`src/isc_pkg.sv`:
```
// Purpose: shared constants and carriers for the instruction-side
//          on-chip memory controller
// Assumes: one clock, core_clk, at 125 MHz; synchronous active-high reset
// Notes:   processor addresses are big-endian numbered; bit 0 is the msb
// Notes on behaviour
// - at reset the 8-bit config attribute is loaded into controller_config.
// - at reset the 8-bit region attribute is loaded into region_select.
// - fabric ties the attributes and they reload on every reset.
// - write_addr_initial and fill_data change only by software writes and by reset to zero.
// - region_select and controller_config stay readable and writable.
// - eight-bit variant takes register address bits 9..2 from the tie.
// - eight-bit variant low bits 0..3 pick init, fill, region, config.
// - six-bit variant takes bits 9..4 from the tie, registers at 0..3.
// - mem_read_enable is high only for valid in-region fetch cycles.
// - fetch_read_addr carries processor address bits 8..28.
// - address bits 0..7 must match region_select for a fetch to go on.
// - debug_write_addr starts from the write_addr_initial value.
// - debug_write_data starts from the fill_data value.
package isc_pkg;

   // =========================================================
   // device control bus layout
   localparam int unsigned ISC_DCR_AW = 10;
   localparam int unsigned ISC_DW = 32;
   localparam logic [1:0] ISC_IDX_WR_ADDR_INIT = 2'h0;
   localparam logic [1:0] ISC_IDX_FILL_DATA = 2'h1;
   localparam logic [1:0] ISC_IDX_REGION = 2'h2;
   localparam logic [1:0] ISC_IDX_CONFIG = 2'h3;
   localparam logic [1:0] ISC_TIE6_NIBBLE_HI = 2'h0;

   // =========================================================
   // field positions (little-endian indices of a 32-bit address)
   localparam int unsigned ISC_ATTR_W = 8;
   localparam int unsigned ISC_FADDR_W = 21;
   localparam int unsigned ISC_REGION_LSB = 24;
   localparam int unsigned ISC_FADDR_LSB = 3;

   // =========================================================
   // reset values and steps
   localparam logic [31:0] ISC_WR_ADDR_INIT_RST = 32'h0000_0000;
   localparam logic [31:0] ISC_FILL_DATA_RST = 32'h0000_0000;
   localparam logic [20:0] ISC_WADDR_STEP = 21'h00_0001;

   // =========================================================
   // carriers
   typedef struct packed
   {
      logic req;
      logic wr;
      logic [ISC_DCR_AW-1:0] addr;
      logic [ISC_DW-1:0] wdata;
   } isc_dcr_req_t;

   typedef struct packed
   {
      logic ack;
      logic [ISC_DW-1:0] rdata;
   } isc_dcr_rsp_t;

   typedef struct packed
   {
      logic valid;
      logic [31:0] addr;
   } isc_fetch_t;

   typedef enum logic {ISC_BASE_SIX, ISC_BASE_EIGHT} isc_base_mode_t;

endpackage

```
`src/isc_instr_mem_ctrl.sv`:
```
// Purpose: instruction-side on-chip memory controller: control registers
//          on the device control bus, region decode and fetch read port
// Assumes: fetch requests and bus requests come from logic on core_clk;
//          attribute and base ties come from fabric and are synchronised
// Notes:   read data return path and bank write enables live elsewhere
`timescale 1ns/1ps

module isc_instr_mem_ctrl
   import isc_pkg::*;
(
   input wire logic core_clk,
   input wire logic sys_rst,
   input wire logic [ISC_ATTR_W-1:0] config_attr_in,
   input wire logic [ISC_ATTR_W-1:0] region_attr_in,
   input wire logic [7:0] reg_base_tie8,
   input wire logic [5:0] reg_base_tie6,
   input wire logic base_mode_eight,
   input wire isc_dcr_req_t dcr_req,
   output isc_dcr_rsp_t dcr_rsp,
   input wire isc_fetch_t fetch_in,
   output logic mem_read_enable,
   output logic [ISC_FADDR_W-1:0] fetch_read_addr,
   output logic [ISC_FADDR_W-1:0] debug_write_addr,
   output logic [ISC_DW-1:0] debug_write_data,
   output logic debug_write_strobe,
   output logic [ISC_ATTR_W-1:0] config_out
);

   // =========================================================
   // tie synchronisers
   logic [ISC_ATTR_W-1:0] cfg_attr_s1_r;
   logic [ISC_ATTR_W-1:0] cfg_attr_s2_r;
   logic [ISC_ATTR_W-1:0] reg_attr_s1_r;
   logic [ISC_ATTR_W-1:0] reg_attr_s2_r;
   logic [7:0] tie8_s1_r;
   logic [7:0] tie8_s2_r;
   logic [5:0] tie6_s1_r;
   logic [5:0] tie6_s2_r;
   logic mode_s1_r;
   logic mode_s2_r;
   isc_base_mode_t base_mode;

   // =========================================================
   // registers and decode
   logic [ISC_DW-1:0] wr_addr_init_r;
   logic [ISC_DW-1:0] fill_data_r;
   logic [ISC_ATTR_W-1:0] region_select_r;
   logic [ISC_ATTR_W-1:0] ctrl_config_r;
   logic dcr_hit;
   logic [1:0] dcr_idx;
   logic dcr_wr_hit;
   logic dcr_rd_hit;
   logic dcr_ack_r;
   logic [ISC_DW-1:0] dcr_rdata_r;
   logic [ISC_DW-1:0] rd_mux;

   // =========================================================
   // fetch and debug path state
   logic fetch_hit;
   logic mem_rd_en_r;
   logic [ISC_FADDR_W-1:0] fetch_addr_r;
   logic [ISC_FADDR_W-1:0] dbg_addr_r;
   logic [ISC_DW-1:0] dbg_data_r;
   logic dbg_strobe_r;

   // =========================================================
   // functions

   // address decode shared by the read and write paths; returns
   // {hit, index}.  the two low bits are fixed inside the block
   function automatic logic [2:0] isc_decode
   (
      input isc_base_mode_t mode,
      input logic [ISC_DCR_AW-1:0] addr,
      input logic [7:0] tie8,
      input logic [5:0] tie6
   );
      logic hit;
      hit = 1'b0;
      if (mode == ISC_BASE_EIGHT)
      begin
         hit = (addr[9:2] == tie8);
      end
      else
      begin
         // the six-bit base is shared with other sub-blocks, so the
         // controller owns only the first four words of its nibble
         hit = (addr[9:4] == tie6) &&
               (addr[3:2] == ISC_TIE6_NIBBLE_HI);
      end
      isc_decode = {hit, addr[1:0]};
   endfunction

   // region compare: processor address bits 0..7 against region_select
   function automatic logic isc_region_match
   (
      input logic [31:0] paddr,
      input logic [ISC_ATTR_W-1:0] region
   );
      isc_region_match =
         (paddr[ISC_REGION_LSB +: ISC_ATTR_W] == region);
   endfunction

   // =========================================================
   // synchronisers: ties are static, but they arrive from fabric
   // outside this clock, so two stages keep metastability out
   always_ff @(posedge core_clk)
   begin
      cfg_attr_s1_r <= config_attr_in;
      cfg_attr_s2_r <= cfg_attr_s1_r;
      reg_attr_s1_r <= region_attr_in;
      reg_attr_s2_r <= reg_attr_s1_r;
      tie8_s1_r <= reg_base_tie8;
      tie8_s2_r <= tie8_s1_r;
      tie6_s1_r <= reg_base_tie6;
      tie6_s2_r <= tie6_s1_r;
      mode_s1_r <= base_mode_eight;
      mode_s2_r <= mode_s1_r;
   end

   assign base_mode = mode_s2_r ? ISC_BASE_EIGHT : ISC_BASE_SIX;

   // =========================================================
   // bus decode
   always_comb
   begin
      logic [2:0] dec;
      dec = isc_decode(base_mode, dcr_req.addr, tie8_s2_r, tie6_s2_r);
      dcr_hit = dec[2];
      dcr_idx = dec[1:0];
   end

   assign dcr_wr_hit = dcr_req.req && dcr_req.wr && dcr_hit;
   assign dcr_rd_hit = dcr_req.req && !dcr_req.wr && dcr_hit;

   // =========================================================
   // write_addr_initial: software only, never from an attribute
   always_ff @(posedge core_clk)
   begin
      if (sys_rst)
      begin
         wr_addr_init_r <= ISC_WR_ADDR_INIT_RST;
      end
      else if (dcr_wr_hit && dcr_idx == ISC_IDX_WR_ADDR_INIT)
      begin
         wr_addr_init_r <= dcr_req.wdata;
      end
   end

   // fill_data: software only, never from an attribute
   always_ff @(posedge core_clk)
   begin
      if (sys_rst)
      begin
         fill_data_r <= ISC_FILL_DATA_RST;
      end
      else if (dcr_wr_hit && dcr_idx == ISC_IDX_FILL_DATA)
      begin
         fill_data_r <= dcr_req.wdata;
      end
   end

   // region_select: reloaded from the tie during every reset cycle,
   // so reset must be long enough for the synchroniser to fill
   always_ff @(posedge core_clk)
   begin
      if (sys_rst)
      begin
         region_select_r <= reg_attr_s2_r;
      end
      else if (dcr_wr_hit && dcr_idx == ISC_IDX_REGION)
      begin
         region_select_r <= dcr_req.wdata[ISC_ATTR_W-1:0];
      end
   end

   // controller_config: same reload scheme as region_select
   always_ff @(posedge core_clk)
   begin
      if (sys_rst)
      begin
         ctrl_config_r <= cfg_attr_s2_r;
      end
      else if (dcr_wr_hit && dcr_idx == ISC_IDX_CONFIG)
      begin
         ctrl_config_r <= dcr_req.wdata[ISC_ATTR_W-1:0];
      end
   end

   // =========================================================
   // read mux: eight-bit registers sit in the low byte
   always_comb
   begin
      rd_mux = '0;
      case (dcr_idx)
         ISC_IDX_WR_ADDR_INIT: rd_mux = wr_addr_init_r;
         ISC_IDX_FILL_DATA: rd_mux = fill_data_r;
         ISC_IDX_REGION: rd_mux[ISC_ATTR_W-1:0] = region_select_r;
         ISC_IDX_CONFIG: rd_mux[ISC_ATTR_W-1:0] = ctrl_config_r;
         default: rd_mux = '0;
      endcase
   end

   // bus answer one cycle after the request; an unmapped address gets
   // no ack, leaving the answer to whichever block owns it
   always_ff @(posedge core_clk)
   begin
      if (sys_rst)
      begin
         dcr_ack_r <= 1'b0;
         dcr_rdata_r <= '0;
      end
      else
      begin
         dcr_ack_r <= dcr_wr_hit || dcr_rd_hit;
         dcr_rdata_r <= dcr_rd_hit ? rd_mux : '0;
      end
   end

   assign dcr_rsp.ack = dcr_ack_r;
   assign dcr_rsp.rdata = dcr_rdata_r;

   // =========================================================
   // fetch path
   assign fetch_hit = fetch_in.valid &&
      isc_region_match(fetch_in.addr, region_select_r);

   // enable follows hits only; the memory may tie its own enable high,
   // so the address is kept stable on misses to avoid spurious reads
   always_ff @(posedge core_clk)
   begin
      if (sys_rst)
      begin
         mem_rd_en_r <= 1'b0;
      end
      else
      begin
         mem_rd_en_r <= fetch_hit;
      end
   end

   // read address: processor bits 8..28 pick one 64-bit doubleword
   always_ff @(posedge core_clk)
   begin
      if (sys_rst)
      begin
         fetch_addr_r <= '0;
      end
      else if (fetch_hit)
      begin
         fetch_addr_r <=
            fetch_in.addr[ISC_FADDR_LSB +: ISC_FADDR_W];
      end
   end

   // =========================================================
   // debug write path: the pointer reloads from write_addr_initial,
   // each fill write pulses the strobe, and the pointer then steps
   always_ff @(posedge core_clk)
   begin
      if (sys_rst)
      begin
         dbg_addr_r <= ISC_WR_ADDR_INIT_RST[ISC_FADDR_W-1:0];
      end
      else if (dcr_wr_hit && dcr_idx == ISC_IDX_WR_ADDR_INIT)
      begin
         dbg_addr_r <= dcr_req.wdata[ISC_FADDR_W-1:0];
      end
      else if (dbg_strobe_r)
      begin
         dbg_addr_r <= dbg_addr_r + ISC_WADDR_STEP;
      end
   end

   // write data mirrors fill_data; strobe marks the single write cycle
   always_ff @(posedge core_clk)
   begin
      if (sys_rst)
      begin
         dbg_data_r <= ISC_FILL_DATA_RST;
         dbg_strobe_r <= 1'b0;
      end
      else
      begin
         dbg_strobe_r <= dcr_wr_hit && dcr_idx == ISC_IDX_FILL_DATA;
         if (dcr_wr_hit && dcr_idx == ISC_IDX_FILL_DATA)
         begin
            dbg_data_r <= dcr_req.wdata;
         end
      end
   end

   // =========================================================
   // outputs
   assign mem_read_enable = mem_rd_en_r;
   assign fetch_read_addr = fetch_addr_r;
   assign debug_write_addr = dbg_addr_r;
   assign debug_write_data = dbg_data_r;
   assign debug_write_strobe = dbg_strobe_r;
   assign config_out = ctrl_config_r;

endmodule

```
`config.mk`:
```
export PLATFORM = sky130hd
export DESIGN_NAME = isc_instr_mem_ctrl
export DESIGN_NICKNAME = d
export VERILOG_FILES = /design/src/isc_pkg.sv /design/src/isc_instr_mem_ctrl.sv
export SDC_FILE = /design/constraint.sdc
export NUM_CORES = 1
export LEC_CHECK = 0
export BUFFER_PORTS_ARGS = -buffer_cell sky130_fd_sc_hd__buf_2
export CORE_MARGIN = 2
export CORE_UTILIZATION = 28
export DETAILED_ROUTE_END_ITERATION = 10
export GPL_TIMING_DRIVEN = 0
export PLACE_DENSITY = 0.54
export SYNTH_ARGS = -nofsm -noshare
export SYNTH_HDL_FRONTEND = slang
export SYNTH_SLANG_ARGS = --single-unit
```
`constraint.sdc`:
```
create_clock -name core_clk -period 2.45 [get_ports core_clk]
set_input_delay 0.735 -clock core_clk [delete_from_list [all_inputs] [get_ports core_clk]]
set_output_delay 0.735 -clock core_clk [all_outputs]
set_load 0.05 [all_outputs]
```
Yosys cells after proc, flatten, opt, wreduce, memory -nomap -nowiden
Cells that the tools add are included.
{"block": "op_classes", "n_addsub": 1, "n_eq_ne": 6, "n_mux": 10, "bitwise_logic": 1, "reduce_logical": 18}
{"cell": "$pmux 24 s2", "n": 1}
{"cell": "$mux 21", "n": 2}
{"cell": "$mux 8", "n": 4}
{"cell": "$pmux 8 s4", "n": 1}
{"cell": "$add 21x1->21 const B", "n": 1}
{"cell": "$eq 8x8->1", "n": 2}
{"cell": "$logic_and 1x1->1", "n": 10}
{"cell": "$eq 6x6->1", "n": 1}
{"cell": "$reduce_bool 2->1", "n": 3}
{"cell": "$eq 2x2->1 const B", "n": 2}
{"cell": "$logic_not 2->1", "n": 2}
{"cell": "$eq 2x1->1 const B", "n": 1}
{"cell": "$mux 1", "n": 2}
{"cell": "$reduce_or 2->1", "n": 1}
{"cell": "$logic_not 1->1", "n": 1}
{"cell": "$logic_or 1x1->1", "n": 1}
{"cell": "$not 1->1", "n": 1}
{"block": "totals", "reg_bits": 219, "out_inout_bits": 117, "word_cells": 56}

Depth between registers and ports, before layout
{"block": "depth", "depth_word": 7, "ltp_mapped": 8, "depth_no_buf": 6}

Worst setup path before layout
Ideal clock, no wire load.
{"block": "synth_path", "kind": "input port to flip-flop", "from": "input port dcr_req[35] (netlist name)", "to": "register region_select_r[0], enable pin", "arrival_ps": 2206, "required_time_ps": 2075, "setup_slack_ps": -131, "stages": 6, "cell_sequence": "or3_1 -> nor4_4 -> and2_1 -> buf_2 -> o211ai_1 -> o21bai_1"}
{"block": "synth_between", "elab_chain_cells": 6}
{"item": "start, declared", "line": "isc_instr_mem_ctrl.sv:18", "rtl": "input wire isc_dcr_req_t dcr_req,"}
{"item": "parallel branches: the longest is 2 deep, another holds $eq 8x8->1"}
{"item": "$mux 1 (*)", "line": "isc_instr_mem_ctrl.sv:80", "rtl": "if (mode == ISC_BASE_EIGHT)"}
{"item": "$logic_and 1x1->1 (*)", "line": "isc_instr_mem_ctrl.sv:133", "rtl": "assign dcr_wr_hit = dcr_req.req && dcr_req.wr && dcr_hit;"}
{"item": "$logic_and 1x1->1 (*)", "line": "isc_instr_mem_ctrl.sv:171", "rtl": "else if (dcr_wr_hit && dcr_idx == ISC_IDX_REGION)"}
{"item": "$reduce_bool 2->1 (no line) (*)"}
{"item": "end signal, assigned", "line": "isc_instr_mem_ctrl.sv:169", "rtl": "region_select_r <= reg_attr_s2_r;"}
{"item": "end signal, assigned", "line": "isc_instr_mem_ctrl.sv:173", "rtl": "region_select_r <= dcr_req.wdata[ISC_ATTR_W-1:0];"}
{"item": "end, declared", "line": "isc_instr_mem_ctrl.sv:47", "rtl": "logic [ISC_ATTR_W-1:0] region_select_r;"}
Mark *: on every way between the ends.
A chain may end at the register's enable or synchronous reset.

Worst setup path after layout
{"block": "layout_path", "from": "input port dcr_req[35] (netlist name)", "to": "register region_select_r[5], enable pin"}
The elaborated chain is that of the path after synthesis.

==> key figures <==
Critical path
  – Max FO, Critical Path: 8
  – R2R setup slack: 80 ps
  – Slowest stage delay, CP: 500 ps
  – CP Buf/Inv Count: 2
  – Kind of critical path: input pin to register
  – Reg-to-Reg End: region_select_r[5]
  – Worst path depth: 7
  – Critical Path Source Type: input pin
  – CP most frequent cell: buf_2
  – Slowest-stage cell, CP: o21bai_2
  – Crit-path cells: buf_2 > or3_1 > nor4_4 > and2_1 > buf_2 > o211ai_1 > o21bai_2
  – Crit path max-delay family: simple AND/OR/NAND/NOR gates
  – Reg2reg path depth: 6
  – WP data arrival: 2580 ps
  – WP data required: 2590 ps
  – RR Startpoint: mode_s2_r
  – Critical path capture point type: register

Finish
  – P&R area growth vs syn: 28.9%
  – Fin nets: 1114
  – Share of cells above drive strength 1: 31.4%
  – Finished Core Util: 36.9%
  – Most common library cell in the layout ignoring fill and taps: buf_2
  – Most frequent cells in the layout: buf_2, dfxtp_1, mux2i_1, nand2b_1, a21oi_1
  – Final instance area: 0.0107 mm²

Global routing
  – Total GRT Usage: 15.2%
  – First-pass GRT wire length: 36500 µm
  – Vias in the first global route: 6301
  – Largest net degree at the start of global routing: 20
  – Initial antenna violation count: 3
  – Congestion Overflow GR: 0

STA
  – FMAX: 410 MHz
  – Max-slew violations: 0
  – Final Cycle Share: 99.6%
  – Setup violators final: 0
  – RSZ-0062 raised after global routing: yes
  – Relative slew margins: 38.1%
  – Worst Skew: 12.2 ps
  – Crit path time final: 2440 ps
  – Slew @ Worst Pin: 925 ps
  – Final Hold Viols: 0

Floorplan
  – Die area: 0.0309 mm²
  – Initial Utilization: 28.7%
  – DIE HEIGHT: 176 µm
  – Die X: 176 µm
  – Num ports: 227
  – Row count: 62
  – Core Region: 0.0289 mm²

Yosys
  – Adder-Cell Fraction of Synth Area: 0.151%
  – Post-Synth Simple-Gate Area: 14.8%
  – Synth Area in Compound Gates: 10.3%
  – Largest family of logic cells by synthesized area: simple AND/OR/NAND/NOR gates
  – Syn Area/Cell: 11.0 µm²
  – Post-synthesis mux area share: 11.6%
  – Seq/Total Area, Yosys: 54.9%
  – Cells after synthesis: 755
  – Synth async-reset ratio: 0%
  – Synth cell types: 42
  – Post-Syn Area: 0.00827 mm²
  – Post-synth top flop: dfxtp_1
  – Synth warnings: 0
  – Post-Syn Nets: 866
  – Post-Synth XOR/XNOR Area: 4.45%
  – EDFF count, synth: 16
  – FF+latch count, synth: 219

Route
  – Routed Antenna Nets: 0
  – Drt wl/cell: 17.2 µm
  – 1st-iter DRT viols: 379
  – Met1 Wirelength: 10500 µm
  – Vias per inst: 4.48
  – DRC viols: 0
  – Highest metal used: met5
  – DRT Pass-1 Iters: 4
  – WL met2: 10900 µm
  – Routed WL: 24100 µm
  – DR vias: 6301
  – Met3 Wirelength: 2010 µm

Clocking
  – Clk sinks: 219
  – Hold buffers post-CTS: 0
  – CTS tree: built
  – # H-tree levels: 1
  – Root Driver: clkbuf_16
  – Reg clk slew, reported paths: 60 ps
  – Longest Clk Path Bufs: 3
  – Cts bufs inserted: 25
  – Clock Latency Late Sink: 510 ps

Power and ir drop
  – Peak VDD IR: 0.591 mV
  – Leakage: 4.30 nW
  – Power Dens Cells: 722 mW/mm²

Min path
  – Hold Path End: tie6_s1_r[1]
  – Hold Path Depth: 1
  – Hold Path Class: input pin to register
  – Hold Startpoint: reg_base_tie6[1]

Job
  – Maxcap violations: 0

Placement
  – PortBufs: 222
  – GP Congestion: 0.768
  – Post-DP HPWL: 18300 µm
  – Placed Area: 0.00986 mm²

Outcome
  – Status: finished, final reports clean
-- where the power goes --
group | internal [mW] | switching (mW) | total (mW)
Clock | 2.11 | 1.47 | 3.58
Combinational | 0.160 | 0.239 | 0.399
Sequential | 3.68 | 0.0270 | 3.71
Total | 5.96 | 1.73 | 7.69
-- metrics by stage --
| stage | worst slack, ps | total power [mW] | hold slack [ps] | TNS (ps) | instances |
|---|---|---|---|---|---|
| 6_report | 8.73 | 7.69 | 318 | 0 | 1405 |
| 3_3_place_gp | -891 | 4.19 | 311 | -50320 | 1361 |
| 5_1_grt | -128 | 7.98 | 301 | -1880 | 1404 |
| 4_1_cts | -37.1 | 7.81 | 293 | -489 | 1404 |
| 3_5_place_dp | -915 | 4.19 | 312 | -52760 | 1361 |
| 2_1_floorplan | -131 | 3.99 | 310 | -2090 | 755 |
-- Yosys cell counts (4+ instances only) --
library cell / count / area, µm²
xor2_1: 18 / 158
xnor2_1: 24 / 210
nand2b_1: 64 / 400
dfxtp_1: 203 / 4060
o211ai_1: 34 / 255
clkbuf_1: 30 / 113
nand3_1: 42 / 210
nor2_1: 48 / 180
a211oi_2: 20 / 250
buf_2: 15 / 75.1
a21oi_1: 53 / 265
inv_1: 4 / 15.0
nand2_1: 41 / 154
nor2b_1: 9 / 56.3
nor3_1: 4 / 20.0
mux2i_1: 78 / 781
mux4_2: 8 / 180
nand4_1: 9 / 56.3
edfxtp_1: 16 / 480
-- final cells by class --
type                       instances  area (µm²)
fill                            2977       18200
sequential                       219        4540
multi-input combinational        478        3430
timing repair buffer             222        1110
clock buffer                      31         658
tap                              384         480
buffer                            53         293
clock inverter                    13         124
inverter                           4        15.0
antenna                            1        2.50
-- how the worst max path moves through the flow --
| stage | startpoint | endpoint | slack (ps) |
|---|---|---|---|
| 6_report | dcr_req[35] | region_select_r[5] | 9 |
| 5_1_grt | dcr_req[35] | region_select_r[6] | -130 |
| 4_1_cts | dcr_req[35] | region_select_r[6] | -40 |
| 3_5_place_dp | dcr_req[36] | region_select_r[6] | -920 |
| 3_3_place_gp | dcr_req[36] | region_select_r[6] | -890 |
| 2_1_floorplan | dcr_req[35] | region_select_r[0] | -130 |
-- worst register-to-register path, delay by kind of cell, from the launching register on --
family,cells,cell delay [ps]
AOI/OAI and AO/OA,2,670
and+or+nand+nor,3,790
DFF,1,330
buffers and inverters,1,210
-- registers in the layout, summed over array words and instances, names as in the netlist, 6 cells and up --
name,count
debug_write_addr,21
reg_attr_s2_r,8
tie8_s2_r,8
config_out,8
wr_addr_init_r,32
debug_write_data,32
cfg_attr_s1_r,8
dcr_rdata_r,32
tie6_s2_r,6
region_select_r,8
tie8_s1_r,8
cfg_attr_s2_r,8
tie6_s1_r,6
fetch_read_addr,21
reg_attr_s1_r,8
-- metal layers --
layer,vias up,global-route usage (%)
met5,-,0
met4,4,4.41
met3,42,4.52
met2,211,24.9
met1,2914,19.5
li1,3130,-
-- cell families (layout without fill, tap and decap cells) --
family,after synthesis,after routing
AND/OR/NAND/NOR,234,234
flip-flops,219,219
AO/OA/AOI/OAI,115,115
multiplexers,86,86
buffers and inverters,58,323
XOR/XNOR,42,42
adder cells (fa/ha/maj),1,1
other,0,1
-- timing repair --
| item | CTS | global route |
|---|---|---|
| gates resized for setup | 3 | 0 |
| pin swaps | 0 | 0 |
| setup endpoints to repair | 16 | 16 |
| buffers inserted | 0 | 0 |
Note: power is estimated with default switching activity, not from simulation.
